===== config.mk =====
export PLATFORM = sky130hd
export DESIGN_NAME = pidfc_top
export DESIGN_NICKNAME = d
export VERILOG_FILES = /design/src/pidfc_pkg.sv /design/src/pidfc_stream_if.sv /design/src/pidfc_fifo.sv /design/src/pidfc_sqrt.sv /design/src/pidfc_top.sv
export SDC_FILE = /design/constraint.sdc
export NUM_CORES = 2
export LEC_CHECK = 0
export ABC_AREA = 1
export BUFFER_PORTS_ARGS = -buffer_cell sky130_fd_sc_hd__buf_2
export CORE_MARGIN = 5
export CORE_UTILIZATION = 40
export DETAILED_ROUTE_END_ITERATION = 6
export SLEW_MARGIN = 5
export SYNTH_ARGS = -nofsm -noshare
export SYNTH_HDL_FRONTEND = slang
export SYNTH_SLANG_ARGS = --single-unit

===== constraint.sdc =====
create_clock -name clock_i -period 10.3 [get_ports clock_i]
set_input_delay 0.515 -clock clock_i [delete_from_list [all_inputs] [get_ports clock_i]]
set_output_delay 0.515 -clock clock_i [all_outputs]
set_load 0.005 [all_outputs]

===== src/pidfc_pkg.sv =====
// Constants, codes and types shared by the feedback combiner design files
package pidfc_pkg;

   localparam int VAL_W = 16;
   localparam int ADC_W = 12;
   localparam int GAIN_W = 16;
   localparam int GAIN_FRAC = 8;
   localparam int ALPHA_W = 16;
   localparam int ACC_W = 32;
   localparam int RAD_W = 30;
   localparam int ROOT_W = 15;
   localparam int REM_W = 18;
   localparam int PAIR_W = 32;
   localparam int FIFO_DEPTH = 8;

   // Lowpass corner equals one over the time constant
   localparam real LP_TC_EXAMPLE_S = 0.1;
   localparam real LP_CORNER_EXAMPLE_RAD_S = 1.0 / LP_TC_EXAMPLE_S;

   // Square root walks one result bit per clock
   localparam logic [3:0] ROOT_STEPS = 4'hf;

   localparam logic CONV_LINEAR = 1'b0;
   localparam logic CONV_ROOT = 1'b1;

   localparam logic [3:0] COMB_MIN = 4'h0;
   localparam logic [3:0] COMB_MAX = 4'h1;
   localparam logic [3:0] COMB_SUM = 4'h2;
   localparam logic [3:0] COMB_DIFF = 4'h3;
   localparam logic [3:0] COMB_AVG = 4'h4;
   localparam logic [3:0] COMB_ZMIN = 4'h5;
   localparam logic [3:0] COMB_ZMAX = 4'h6;
   localparam logic [3:0] COMB_FB1 = 4'h7;
   localparam logic [3:0] COMB_FB2 = 4'h8;

   localparam logic RST_CONV = CONV_LINEAR;
   localparam logic [3:0] RST_COMB = COMB_MAX;
   localparam logic [31:0] RST_FILTER = 32'h0000_0000;
   localparam logic [15:0] RST_VALUE = 16'h0000;

   typedef enum logic [2:0] {
      ST_IDLE,
      ST_START,
      ST_ROOT,
      ST_COMBINE,
      ST_PUSH
   } pidfc_state_t;

endpackage


===== src/pidfc_stream_if.sv =====
// Valid/ready stream carrying feedback and reference pairs between modules
`timescale 1ns/1ps
interface pidfc_stream_if #(
   parameter int WIDTH = 32
);
   logic valid;
   logic ready;
   logic [WIDTH-1:0] data;

   modport src (output valid, output data, input ready);
   modport snk (input valid, input data, output ready);
endinterface


===== src/pidfc_fifo.sv =====
// Flip-flop FIFO with valid/ready on both sides
`timescale 1ns/1ps
module pidfc_fifo #(
   parameter int WIDTH = 32,
   parameter int DEPTH = 8
) (
   input logic clock_i,
   input logic rst_n_i,
   pidfc_stream_if.snk fill_s,
   pidfc_stream_if.src drain_s
);
   localparam int PW = $clog2(DEPTH);

   logic [WIDTH-1:0] mem_ff [DEPTH];
   logic [PW-1:0] wr_ptr_ff;
   logic [PW-1:0] rd_ptr_ff;
   logic [PW:0] count_ff;
   logic push;
   logic pop;

   function automatic logic [PW-1:0] step_ptr(input logic [PW-1:0] p);
      step_ptr = (p == PW'(DEPTH - 1)) ? '0 : PW'(p + 1'b1);
   endfunction

   assign fill_s.ready = (count_ff != (PW + 1)'(DEPTH));
   assign drain_s.valid = (count_ff != '0);
   assign drain_s.data = mem_ff[rd_ptr_ff];
   assign push = fill_s.valid && fill_s.ready;
   assign pop = drain_s.valid && drain_s.ready;

   always_ff @(posedge clock_i) begin
      if (push) begin
         mem_ff[wr_ptr_ff] <= fill_s.data;
      end
   end

   always_ff @(posedge clock_i or negedge rst_n_i) begin
      if (!rst_n_i) begin
         wr_ptr_ff <= '0;
         rd_ptr_ff <= '0;
         count_ff <= '0;
      end else begin
         if (push) wr_ptr_ff <= step_ptr(wr_ptr_ff);
         if (pop) rd_ptr_ff <= step_ptr(rd_ptr_ff);
         if (push && !pop) count_ff <= count_ff + 1'b1;
         else if (pop && !push) count_ff <= count_ff - 1'b1;
      end
   end
endmodule // pidfc_fifo


===== src/pidfc_sqrt.sv =====
// Bit-serial integer square root, one result bit per clock
`timescale 1ns/1ps
module pidfc_sqrt
   import pidfc_pkg::*;
(
   input logic clock_i,
   input logic rst_n_i,
   input logic start_i,
   input logic [RAD_W-1:0] radicand_i,
   output logic [ROOT_W-1:0] root_o,
   output logic done_o
);
   logic [RAD_W-1:0] rad_ff;
   logic [REM_W-1:0] rem_ff;
   logic [ROOT_W-1:0] root_ff;
   logic [3:0] cnt_ff;
   logic busy_ff;
   logic done_ff;
   logic [REM_W-1:0] rem_shift;
   logic [REM_W-1:0] trial;
   logic fits;

   assign rem_shift = {rem_ff[REM_W-3:0], rad_ff[RAD_W-1 -: 2]};
   assign trial = {1'b0, root_ff, 2'b01};
   assign fits = (rem_shift >= trial);
   assign root_o = root_ff;
   assign done_o = done_ff;

   always_ff @(posedge clock_i or negedge rst_n_i) begin
      if (!rst_n_i) begin
         rad_ff <= '0;
         rem_ff <= '0;
         root_ff <= '0;
         cnt_ff <= 4'h0;
         busy_ff <= 1'b0;
         done_ff <= 1'b0;
      end else if (start_i) begin
         rad_ff <= radicand_i;
         rem_ff <= '0;
         root_ff <= '0;
         cnt_ff <= 4'h0;
         busy_ff <= 1'b1;
         done_ff <= 1'b0;
      end else if (busy_ff) begin
         rad_ff <= {rad_ff[RAD_W-3:0], 2'b00};
         rem_ff <= fits ? (rem_shift - trial) : rem_shift;
         root_ff <= {root_ff[ROOT_W-2:0], fits};
         cnt_ff <= cnt_ff + 4'h1;
         busy_ff <= (cnt_ff != ROOT_STEPS - 4'h1);
         done_ff <= (cnt_ff == ROOT_STEPS - 4'h1);
      end else begin
         done_ff <= 1'b0;
      end
   end
endmodule // pidfc_sqrt


===== src/pidfc_top.sv =====
// Feedback front end: channel sums, lowpass, root conversion, combine, FIFO
`timescale 1ns/1ps

module pidfc_top
   import pidfc_pkg::*;
(
   input logic clock_i,
   input logic rst_n_i,
   input logic cfg_write_i,
   input logic feedback_conversion_select_i,
   input logic [3:0] dual_feedback_combine_select_i,
   input logic [ALPHA_W-1:0] filter_alpha_i,
   input logic [GAIN_W-1:0] analog1_gain_i,
   input logic [GAIN_W-1:0] analog2_gain_i,
   input logic sample_strobe_i,
   input logic signed [VAL_W-1:0] bus_feedback1_i,
   input logic signed [VAL_W-1:0] bus_feedback2_i,
   input logic [ADC_W-1:0] analog1_i,
   input logic [ADC_W-1:0] analog2_i,
   input logic signed [VAL_W-1:0] setpoint1_i,
   input logic signed [VAL_W-1:0] setpoint2_i,
   input logic signed [VAL_W-1:0] remote_ref_i,
   input logic pid_ready_i,
   output logic sample_ready_o,
   output logic sample_drop_o,
   output logic pid_valid_o,
   output logic signed [VAL_W-1:0] pid_feedback_o,
   output logic signed [VAL_W-1:0] pid_reference_o,
   output logic signed [VAL_W-1:0] display_feedback_o,
   output logic zone_root_warn_o
);

   // Saturate a wide signed value into the feedback range
   function automatic logic signed [VAL_W-1:0] sat16(input logic signed [21:0] v);
      if (v > 22'sd32767) sat16 = 16'sh7fff;
      else if (v < -22'sd32768) sat16 = 16'sh8000;
      else sat16 = v[VAL_W-1:0];
   endfunction

   // Scaled analog term, gain has GAIN_FRAC fraction bits
   function automatic logic signed [21:0] scale_adc(input logic [ADC_W-1:0] a,
                                                    input logic [GAIN_W-1:0] g);
      logic [27:0] prod;
      prod = a * g;
      scale_adc = $signed({2'b00, prod[27:GAIN_FRAC]});
   endfunction

   // One recursive lowpass step: y += alpha * (x - y)
   function automatic logic signed [ACC_W-1:0] lp_step(input logic signed [ACC_W-1:0] y,
                                                     input logic signed [VAL_W-1:0] x,
                                                     input logic [ALPHA_W-1:0] alpha);
      logic signed [32:0] err;
      logic signed [49:0] prod;
      err = $signed({x[VAL_W-1], x, 16'h0000}) -
            $signed({y[ACC_W-1], y});
      prod = err * $signed({1'b0, alpha});
      lp_step = y + prod[47:16];
   endfunction

   // Radicand for the root unit; negative feedback clamps to zero
   function automatic logic [RAD_W-1:0] root_arg(input logic signed [VAL_W-1:0] f);
      root_arg = f[VAL_W-1] ? '0 : {f[VAL_W-2:0], 15'h0000};
   endfunction

   function automatic logic signed [21:0] ext(input logic signed [VAL_W-1:0] v);
      ext = {{6{v[VAL_W-1]}}, v};
   endfunction

   pidfc_state_t state_ff;
   pidfc_state_t nxt_state;

   logic conv_ff;
   logic [3:0] comb_ff;
   logic signed [ACC_W-1:0] filt1_ff;
   logic signed [ACC_W-1:0] filt2_ff;
   logic signed [VAL_W-1:0] cond1_ff;
   logic signed [VAL_W-1:0] cond2_ff;
   logic signed [VAL_W-1:0] pair_fb_ff;
   logic signed [VAL_W-1:0] pair_ref_ff;
   logic sample_ready_ff;
   logic sample_drop_ff;
   logic pid_valid_ff;
   logic signed [VAL_W-1:0] pid_fb_ff;
   logic signed [VAL_W-1:0] pid_ref_ff;
   logic signed [VAL_W-1:0] display_ff;
   logic warn_ff;

   logic signed [VAL_W-1:0] chan1;
   logic signed [VAL_W-1:0] chan2;
   logic signed [VAL_W-1:0] filt1_val;
   logic signed [VAL_W-1:0] filt2_val;
   logic root_start;
   logic [ROOT_W-1:0] root1;
   logic [ROOT_W-1:0] root2;
   logic root1_done;
   logic root2_done;
   logic cfg_legal;
   logic zone_mode;
   logic signed [16:0] zdiff1;
   logic signed [16:0] zdiff2;
   logic zone1_larger;
   logic zone1_smaller;
   logic zone1_pick;
   logic signed [VAL_W-1:0] fb_min;
   logic signed [VAL_W-1:0] fb_max;
   logic signed [VAL_W-1:0] fb_sum;
   logic signed [VAL_W-1:0] fb_diff;
   logic signed [VAL_W-1:0] fb_avg;
   logic signed [VAL_W-1:0] fb_zone;
   logic signed [VAL_W-1:0] comb_fb;
   logic use_sp2;
   logic signed [VAL_W-1:0] comb_ref;
   logic fifo_drain_ready;
   logic strobe_taken;

   pidfc_stream_if #(.WIDTH(PAIR_W)) fill_if ();
   pidfc_stream_if #(.WIDTH(PAIR_W)) drain_if ();

   // Configuration latch; codes above the last one are ignored
   assign cfg_legal = (dual_feedback_combine_select_i <= COMB_FB2);

   always_ff @(posedge clock_i or negedge rst_n_i) begin
      if (!rst_n_i) begin
         conv_ff <= RST_CONV;
         comb_ff <= RST_COMB;
      end else if (cfg_write_i) begin
         conv_ff <= feedback_conversion_select_i;
         if (cfg_legal) comb_ff <= dual_feedback_combine_select_i;
      end
   end

   // Channel sums of bus value and scaled analog input
   assign chan1 = sat16(ext(bus_feedback1_i) +
                        scale_adc(analog1_i, analog1_gain_i));
   assign chan2 = sat16(ext(bus_feedback2_i) +
                        scale_adc(analog2_i, analog2_gain_i));

   // No loop-mode input: the whole path always runs
   assign strobe_taken = sample_strobe_i && (state_ff == ST_IDLE);

   // Lowpass states, alpha is sample period over time constant
   always_ff @(posedge clock_i or negedge rst_n_i) begin
      if (!rst_n_i) begin
         filt1_ff <= RST_FILTER;
         filt2_ff <= RST_FILTER;
      end else if (strobe_taken) begin
         filt1_ff <= lp_step(filt1_ff, chan1, filter_alpha_i);
         filt2_ff <= lp_step(filt2_ff, chan2, filter_alpha_i);
      end
   end

   assign filt1_val = filt1_ff[ACC_W-1 -: VAL_W];
   assign filt2_val = filt2_ff[ACC_W-1 -: VAL_W];

   assign root_start = (state_ff == ST_START) && (conv_ff == CONV_ROOT);

   pidfc_sqrt u_root1 (
      .clock_i(clock_i),
      .rst_n_i(rst_n_i),
      .start_i(root_start),
      .radicand_i(root_arg(filt1_val)),
      .root_o(root1),
      .done_o(root1_done)
   );

   pidfc_sqrt u_root2 (
      .clock_i(clock_i),
      .rst_n_i(rst_n_i),
      .start_i(root_start),
      .radicand_i(root_arg(filt2_val)),
      .root_o(root2),
      .done_o(root2_done)
   );

   // Conditioned channel values, linear or square root
   always_ff @(posedge clock_i or negedge rst_n_i) begin
      if (!rst_n_i) begin
         cond1_ff <= RST_VALUE;
         cond2_ff <= RST_VALUE;
      end else if (state_ff == ST_START && conv_ff == CONV_LINEAR) begin
         cond1_ff <= filt1_val;
         cond2_ff <= filt2_val;
      end else if (state_ff == ST_ROOT && root1_done) begin
         cond1_ff <= $signed({1'b0, root1});
         cond2_ff <= $signed({1'b0, root2});
      end
   end

   // Zone differences, setpoint minus feedback, signed compare
   assign zone_mode = (comb_ff == COMB_ZMIN) || (comb_ff == COMB_ZMAX);
   assign zdiff1 = $signed({setpoint1_i[VAL_W-1], setpoint1_i}) -
                   $signed({cond1_ff[VAL_W-1], cond1_ff});
   assign zdiff2 = $signed({setpoint2_i[VAL_W-1], setpoint2_i}) -
                   $signed({cond2_ff[VAL_W-1], cond2_ff});
   // Ties go to zone one in both zone modes
   assign zone1_larger = (zdiff1 >= zdiff2);
   assign zone1_smaller = (zdiff1 <= zdiff2);
   assign zone1_pick = (comb_ff == COMB_ZMIN) ? zone1_larger : zone1_smaller;

   // Combination candidates
   assign fb_min = (cond1_ff < cond2_ff) ? cond1_ff : cond2_ff;
   assign fb_max = (cond1_ff > cond2_ff) ? cond1_ff : cond2_ff;
   assign fb_sum = sat16(ext(cond1_ff) + ext(cond2_ff));
   assign fb_diff = sat16(ext(cond2_ff) - ext(cond1_ff));
   assign fb_avg = sat16((ext(cond1_ff) + ext(cond2_ff)) >>> 1);
   assign fb_zone = zone1_pick ? cond1_ff : cond2_ff;

   assign comb_fb =
      (comb_ff == COMB_MIN) ? fb_min :
      (comb_ff == COMB_SUM) ? fb_sum :
      (comb_ff == COMB_DIFF) ? fb_diff :
      (comb_ff == COMB_AVG) ? fb_avg :
      zone_mode ? fb_zone :
      (comb_ff == COMB_FB1) ? cond1_ff :
      (comb_ff == COMB_FB2) ? cond2_ff :
      fb_max;

   // Setpoint two only for a winning zone two or the second-only code
   assign use_sp2 = (zone_mode && !zone1_pick) || (comb_ff == COMB_FB2);
   assign comb_ref = sat16(ext(remote_ref_i) +
                           ext(use_sp2 ? setpoint2_i : setpoint1_i));

   // Sequencer
   always_comb begin
      nxt_state = state_ff;
      unique case (state_ff)
         ST_IDLE: begin
            if (sample_strobe_i) nxt_state = ST_START;
         end
         ST_START: begin
            nxt_state = (conv_ff == CONV_ROOT) ? ST_ROOT : ST_COMBINE;
         end
         ST_ROOT: begin
            if (root1_done) nxt_state = ST_COMBINE;
         end
         ST_COMBINE: begin
            nxt_state = ST_PUSH;
         end
         ST_PUSH: begin
            if (fill_if.ready) nxt_state = ST_IDLE;
         end
      endcase
   end

   // Ready follows the next state, so it stands for the whole idle time after the first clock out of reset
   always_ff @(posedge clock_i or negedge rst_n_i) begin
      if (!rst_n_i) begin
         state_ff <= ST_IDLE;
         sample_ready_ff <= 1'b0;
         sample_drop_ff <= 1'b0;
      end else begin
         state_ff <= nxt_state;
         sample_ready_ff <= (nxt_state == ST_IDLE);
         sample_drop_ff <= sample_strobe_i && (state_ff != ST_IDLE);
      end
   end

   // Feedback and reference captured as one pair
   always_ff @(posedge clock_i or negedge rst_n_i) begin
      if (!rst_n_i) begin
         pair_fb_ff <= RST_VALUE;
         pair_ref_ff <= RST_VALUE;
         display_ff <= RST_VALUE;
      end else if (state_ff == ST_COMBINE) begin
         pair_fb_ff <= comb_fb;
         pair_ref_ff <= comb_ref;
         display_ff <= comb_fb;
      end
   end

   // Square root on a zone function is flagged to the host
   always_ff @(posedge clock_i or negedge rst_n_i) begin
      if (!rst_n_i) warn_ff <= 1'b0;
      else warn_ff <= (conv_ff == CONV_ROOT) && zone_mode;
   end

   // Pair word: feedback in the upper half, reference in the lower
   assign fill_if.valid = (state_ff == ST_PUSH);
   assign fill_if.data = {pair_fb_ff, pair_ref_ff};

   pidfc_fifo #(
      .WIDTH(PAIR_W),
      .DEPTH(FIFO_DEPTH)
   ) u_fifo (
      .clock_i(clock_i),
      .rst_n_i(rst_n_i),
      .fill_s(fill_if.snk),
      .drain_s(drain_if.src)
   );

   // Output register stage toward the regulator
   assign fifo_drain_ready = !pid_valid_ff || pid_ready_i;
   assign drain_if.ready = fifo_drain_ready;

   always_ff @(posedge clock_i or negedge rst_n_i) begin
      if (!rst_n_i) begin
         pid_valid_ff <= 1'b0;
         pid_fb_ff <= RST_VALUE;
         pid_ref_ff <= RST_VALUE;
      end else if (fifo_drain_ready) begin
         pid_valid_ff <= drain_if.valid;
         if (drain_if.valid) begin
            pid_fb_ff <= drain_if.data[PAIR_W-1 -: VAL_W];
            pid_ref_ff <= drain_if.data[VAL_W-1:0];
         end
      end
   end

   assign sample_ready_o = sample_ready_ff;
   assign sample_drop_o = sample_drop_ff;
   assign pid_valid_o = pid_valid_ff;
   assign pid_feedback_o = pid_fb_ff;
   assign pid_reference_o = pid_ref_ff;
   assign display_feedback_o = display_ff;
   assign zone_root_warn_o = warn_ff;

endmodule // pidfc_top


Yosys cells after proc, flatten, opt, wreduce, memory -nomap -nowiden
Memories as Yosys holds them, arrays and structs flattened. A register that Yosys moved wholly into a read port is not among the register bits.
Index checks and enable logic that the tools add are counted.
Widths: inputs -> output; s select.
{"block": "op_classes", "n_reduce_logical": 30, "muxes": 65, "add_sub_neg": 19, "eq_ne": 17, "n_mul": 4, "bitwise": 1, "order_cmp": 19}
{"operator": "$mux 16", "n": 33}
{"operator": "$mux 30", "n": 6}
{"operator": "$mul 33x17->48", "n": 2}
{"operator": "$sub 32x32->33", "n": 2}
{"operator": "$add 32x32->32", "n": 2}
{"operator": "$mux 15", "n": 4}
{"operator": "$mul 12x16->28", "n": 2}
{"operator": "$gt 17x16->1 const B", "n": 3}
{"operator": "$lt 17x16->1 const B", "n": 3}
{"operator": "$sub 16x16->17", "n": 3}
{"operator": "$add 16x21->22", "n": 2}
{"operator": "$gt 22x16->1 const B", "n": 2}
{"operator": "$lt 22x16->1 const B", "n": 2}
{"operator": "$ge 18x17->1", "n": 2}
{"operator": "$add 16x16->17", "n": 2}
{"operator": "$sub 16x16->16", "n": 2}
{"operator": "$mux 4", "n": 6}
{"operator": "$ge 17x17->1", "n": 1}
{"operator": "$le 17x17->1", "n": 1}
{"operator": "$eq 4x3->1 const B", "n": 4}
{"operator": "$gt 16x16->1", "n": 1}
{"operator": "$gt 16x16->1 const B", "n": 1}
{"operator": "$lt 16x16->1", "n": 1}
{"operator": "$lt 16x16->1 const B", "n": 1}
{"operator": "23 further kinds", "n": 67}
{"block": "totals", "mem_bits_rw": 256, "regBits": 283, "n_memories": 1}
{"memory": "u_fifo.mem_ff", "depth": 8, "width": 32, "read_ports": 1, "rd_clocked_by_memory_dff": 1, "wr": 1, "line_no": "pidfc_fifo.sv:14", "rtl": "logic [WIDTH-1:0] mem_ff [DEPTH];"}

Longest topological paths before layout
{"block": "depth", "word_depth": 11, "depth_mapped": 92, "depth_no_buf": 89}

Hierarchy
Synthesis repeated with hierarchy kept, for this count alone.
{"block": "unflattened", "cells_unflattened": 11230, "hier_area_um2": 87914.3}
{"mod": "pidfc_top", "instances": 1, "area_each_um2": 68789.7, "cells_each": 9175}
{"mod": "pidfc_fifo", "instances": 1, "area_each_um2": 10821.6, "cells_each": 937}
{"mod": "pidfc_sqrt", "instances": 2, "area_each_um2": 4151.5, "cells_each": 559}

Least setup slack after synthesis
No wires, ideal clock.
{"block": "synth_timing", "path_kind": "input -> register", "startpoint": "in analog2_i[4]", "endpoint": "reg filt2_ff[28]", "setup_ns": 0.083, "t_arrival_ns": 14.907, "cell_stages": 80, "t_required_ns": 10.217, "slack_ns": -4.690, "path_cell_list": "clkbuf_1 clkbuf_1 nand2_1 fa_1 fa_1 fa_1 inv_1 fa_1 inv_1 fa_1 inv_1 ha_1 nand2_1 o21ai_0 inv_1 o21ai_0 a21o_1 a21boi_0 [44 not listed] nand3_1 a21oi_1 o21ai_0 nand2_1 nand2_1 xor2_1 ha_1 nand2_1 nor2_1 and2_1 nand4_1 nand3_1 nand2_1 o211ai_1 a21boi_0 o21ai_0 xor2_1 o21ai_0"}
{"block": "synth_between", "elab_chain_len": 8}
{"item": "from (decl)", "line_no": "pidfc_top.sv:19", "rtl": "input logic [ADC_W-1:0] analog2_i,"}
{"item": "$mul 12x16->28 (*)", "line_no": "pidfc_top.sv:44", "rtl": "prod = a * g;"}
{"item": "$add 16x21->22 (*)", "line_no": "pidfc_top.sv:135", "rtl": "assign chan2 = sat16(ext(bus_feedback2_i) +"}
{"item": "$lt 22x16->1", "line_no": "pidfc_top.sv:36", "rtl": "else if (v < -22'sd32768) sat16 = 16'sh8000;"}
{"item": "$mux 16", "line_no": "pidfc_top.sv:36"}
{"item": "$mux 16 (*)", "line_no": "pidfc_top.sv:35", "rtl": "if (v > 22'sd32767) sat16 = 16'sh7fff;"}
{"item": "$sub 32x32->33 (*)", "line_no": "pidfc_top.sv:54", "rtl": "err = $signed({x[VAL_W-1], x, 16'h0000}) -"}
{"item": "$mul 33x17->48 (*)", "line_no": "pidfc_top.sv:56", "rtl": "prod = err * $signed({1'b0, alpha});"}
{"item": "$add 32x32->32 (*)", "line_no": "pidfc_top.sv:57", "rtl": "lp_step = y + prod[47:16];"}
{"item": "to (signal assigned)", "line_no": "pidfc_top.sv:148", "rtl": "filt2_ff <= lp_step(filt2_ff, chan2, filter_alpha_i);"}
{"item": "to (decl)", "line_no": "pidfc_top.sv:75", "rtl": "logic signed [ACC_W-1:0] filt2_ff;"}
Every way passes the cells marked *; elsewhere a longest branch is shown, timed or not.
A chain may end at the register's enable or synchronous reset.

Worst setup path in the final report
{"block": "layout_timing", "startpoint": "in analog1_gain_i[4]", "endpoint": "reg filt1_ff[28]"}
{"block": "layout_between", "elab_chain_len": 8}
{"item": "from (decl)", "line_no": "pidfc_top.sv:13", "rtl": "input logic [GAIN_W-1:0] analog1_gain_i,"}
{"item": "$mul 12x16->28 (*)", "line_no": "pidfc_top.sv:44"}
{"item": "$add 16x21->22 (*)", "line_no": "pidfc_top.sv:133", "rtl": "assign chan1 = sat16(ext(bus_feedback1_i) +"}
{"item": "$lt 22x16->1", "line_no": "pidfc_top.sv:36"}
{"item": "$mux 16", "line_no": "pidfc_top.sv:36"}
{"item": "$mux 16 (*)", "line_no": "pidfc_top.sv:35"}
{"item": "$sub 32x32->33 (*)", "line_no": "pidfc_top.sv:54"}
{"item": "$mul 33x17->48 (*)", "line_no": "pidfc_top.sv:56"}
{"item": "$add 32x32->32 (*)", "line_no": "pidfc_top.sv:57"}
{"item": "to (signal assigned)", "line_no": "pidfc_top.sv:147", "rtl": "filt1_ff <= lp_step(filt1_ff, chan1, filter_alpha_i);"}
{"item": "to (decl)", "line_no": "pidfc_top.sv:74", "rtl": "logic signed [ACC_W-1:0] filt1_ff;"}
Marks and branches as above.

==> metrics.md <==
| Metric | Value |
|---|---|
| Fillers | `around 20,000` |
| Setup-failing EPs final | `63` |
| Yosys warns | `0` |
| Sequential share of the synthesized area | `0.176` |
| Largest net degree at the start of global routing | `80` |
| Post-Route WL | `273,000 um` |
| Largest area contributor in the netlist | `fa_1` |
| First-pass GRT wire length | `~430,000 um` |
| DP Area | `98,700 um^2` |
| # nets final | `13,900` |
| Clock Path Buffers | `3` |
| Non-filler cells in the finished layout | `around 15,000` |
| Layout Skew | `roughly 42 ps` |
| Crit Path Max Fanout | `8` |
| Most frequent cells in the layout | `2,231 x inv_1, 1,922 x nand2_1, 1,238 x fa_1` |
| Vias in the first global route | `roughly 78,000` |
| Ys flop type | `dfrtp_1` |
| Multi-input combinational cell area | `64,300 um^2` |
| Design Area, Final | `105,000 um^2` |
| Async SR Flop Fraction | `0.527` |
| Most common cell after layout, fill and taps aside | `inv_1` |
| Antenna violations before repair | `9` |
| Synthesis-stage register bit count | `~540` |
| CP Capture Type | `register` |
| Vias per inst | `5.13` |
| Length of the first detailed-routing pass in iterations | `5` |
| # IOs | `214` |
| Reg clk slew, reported paths | `around 60 ps` |
| Mapped cell area | `about 84,000 um^2` |
| Failing checks | `negative setup slack` |
| Final period util | `1.38` |
| Setup ws final | `-3950 ps` |
| Slowest-stage cell, CP | `fa_1` |
| Via Count | `between 70,000 and 80,000` |
| GPL Wtd Cong | `0.946` |
| Die height | `around 470 um` |
| Minimum clock period | `14,250 ps` |
| Drt wl/cell | `between 15 and 20 um` |
| Share of layout cells above drive strength 1 | `0.221` |
| Max frequency | `70.2 MHz` |
| Core area | `between 200,000 and 250,000 um^2` |
| Post-Route Setup TNS | `-191,980 ps` |
| Chip Width | `469 um` |
| Placement Setup Slack | `-5610 ps` |
| Placed Instances | `approximately 14,000` |
| Synth top area cells | `fa_1 30%, inv_1 10%, ha_1 9.5%` |
| Reg2reg setup slack | `between 500 and 600 ps` |
| Syn Nets | `about 13,000` |
| Critical Path Most Common Cell | `fa_1` |
| Worst path required time | `around 11,000 ps` |
| Status | `finished with violations` |
| Arrival @ worst endpoint | `approximately 15,000 ps` |
| Drt drc | `0` |
| Total gr overflow | `0` |
| Post-Synthesis Cells | `around 11,000` |
| CTS tree | `done` |
| Die area | `220,000 um^2` |
| Final ANT Viol Nets | `0` |
| WS Path Type | `input port to register` |
| # rows | `168` |
| H-tree Lvls | `2` |
| Worst min-delay path category | `input port to register` |
| Netlist cell types | `70` |
| Seq. cell area | `about 15,000 um^2` |
| Clk Tree Root Cell | `clkbuf_16` |
| Max cap viols | `0` |
| Hold Vio Cnt, Final | `0` |
| Clk sinks | `approximately 540` |
| P&R area growth vs syn | `25.0%` |
| Clk Latency, worst-skew pair | `690 ps` |
| CTS Buf Count | `59` |
| EDFF count, synth | `about 260` |
| RSZ-0062 raised after global routing | `yes` |
| IO Port Bufs | `around 210` |
| Worst slew pin tran | `between 1000 and 1500 ps` |
| Mapped Avg Cell Area | `~8 um^2` |
| Area share of the largest cell type after synthesis | `0.300` |
| DRT iter0 DRCs | `between 5,000 and 6,000` |
| All-Layer GR Usage | `0.242` |
| Final Max Slew Viols | `0` |
| Worst rel slew slack | `0.171` |
| Post-DP HPWL | `between 200,000 and 250,000 um` |
| CP peak stage delay | `a little under 600 ps` |
| Worst Setup Start Kind | `input port` |
| Initial Util | `0.402` |
==> cell usage after synthesis (5+ instances only) <==
library cell and count:
o221ai_1 80, buf_1 11, o2111ai_1 7, buf_2 24, o211ai_1 23, inv_1 2330
mux2_2 16, and3_1 5, a31oi_1 33, a21oi_1 459, nor4_1 38, buf_4 6
or2_2 45, o22ai_1 68, nor2_1 924, ha_1 642, a22oi_1 6, a221oi_1 5
o21ai_2 11, inv_2 11, dfrtp_1 284, o21bai_1 26, nand2_2 10, xor2_1 206
a32o_1 10, fa_1 1266, o31ai_1 9, a211oi_1 15, o21ai_1 5, nand4_1 65
a21o_1 41, o21a_1 23, a21boi_0 11, clkinv_1 37, o21ai_0 573, clkbuf_1 314
nor3_1 50, edfxtp_1 256, xnor2_1 106, nand3_1 329, nand2_1 2130
==> final cells by class <==
| type | count | share of cell area |
|---|---|---|
| Timing Repair Buffer | 1538 | 0.112 |
| Antenna cell | 9 | 0.000214 |
| Multi-Input combinational cell | 7293 | 0.610 |
| Tap cell | 2805 | 0.0333 |
| Clock buffer | 86 | 0.0158 |
| Sequential cell | 541 | 0.141 |
| Inverter | 2378 | 0.0853 |
| Clock inverter | 26 | 0.00285 |
==> critical path: cells and delay by family <==
family          cells  cell delay [ps]
compound gates     11             1710
xor+xnor            5              920
fa+ha+maj          16             6950
buf+inv            18             1740
simple gates       28             2930
==> flip-flops by register name, summed over array words and instances, names as in the netlist, 4 cells and up <==
name	cells
pid_feedback_o	16
comb_ff	4
u_root2.cnt_ff	4
u_root1.rem_ff	16
u_fifo.count_ff	4
filt1_ff	32
u_root2.rem_ff	16
u_root1.root_o	15
display_feedback_o	16
u_root1.cnt_ff	4
filt2_ff	32
cond1_ff	16
u_fifo.mem_ff	256
pid_reference_o	16
pair_ref_ff	16
u_root2.root_o	15
u_root2.rad_ff	15
cond2_ff	16
u_root1.rad_ff	15
==> cells by family (layout without fill, tap and decap cells) <==
logic type      Yosys count  after routing  synth area share
simple gates           3626           3626             0.173
buf+inv                2733           4028             0.122
fa+ha+maj              1908           1908             0.396
compound gates         1423           1423            0.0966
flops                   541            541             0.176
xor+xnor                320            320            0.0342
mux                      16             16           0.00214
other cells               0              9                 0
==> what timing repair did <==
action / CTS / global route
pin swaps: 305 / 220
endpoints found under the hold margin: 64 / 0
resized for setup: 489 / 377
setup buffers: 96 / 66
hold buffers: 2 / 0
setup endpoints to repair: 64 / 64
gates cloned: 0 / 3
==> metrics by stage <==
step / hold slack, ps / utilization
6_report: 143 / 0.503
5_1_grt: 137 / 0.502
4_1_cts: 103 / 0.493
3_5_place_dp: 462 / 0.471
3_3_place_gp: 457 / 0.471
2_1_floorplan: 219 / -
==> path summary, 6_finish.rpt <==
kind,startpoint,end,depth (start not counted)
setup reg to reg,filt2_ff[0]$_DFFE_PN0P_,filt2_ff[26]$_DFFE_PN0P_,47
min in group asynchronous,rst_n_i,pair_ref_ff[6]$_DFFE_PN0N_,2
setup / recovery,analog1_gain_i[4],filt1_ff[28]$_DFFE_PN0P_,78
hold reg to reg,pid_feedback_o[1]$_DFFE_PN0P_,pid_feedback_o[1]$_DFFE_PN0P_,2
hold / removal,dual_feedback_combine_select_i[0],comb_ff[0]$_DFFE_PN1P_,3
max in group asynchronous,rst_n_i,u_root2.rad_ff[18]$_DFFE_PN0P_,4
==> routing by layer <==
| metal | GRT usage | wire, um | vias up | share of wire |
|---|---|---|---|---|
| li1 | - | - | 35000 | - |
| met1 | 0.327 | 116000 | 37200 | 0.42 |
| met2 | 0.404 | 129000 | 2542 | 0.47 |
| met3 | 0.0321 | 18300 | 543 | 0.067 |
| met4 | 0.0803 | 10600 | 4 | 0.039 |
| met5 | 0 | 21 | - | 0.000077 |
Power is not shown: default switching activity piles up to over one toggle a cycle in this logic, so the estimate is an artifact.
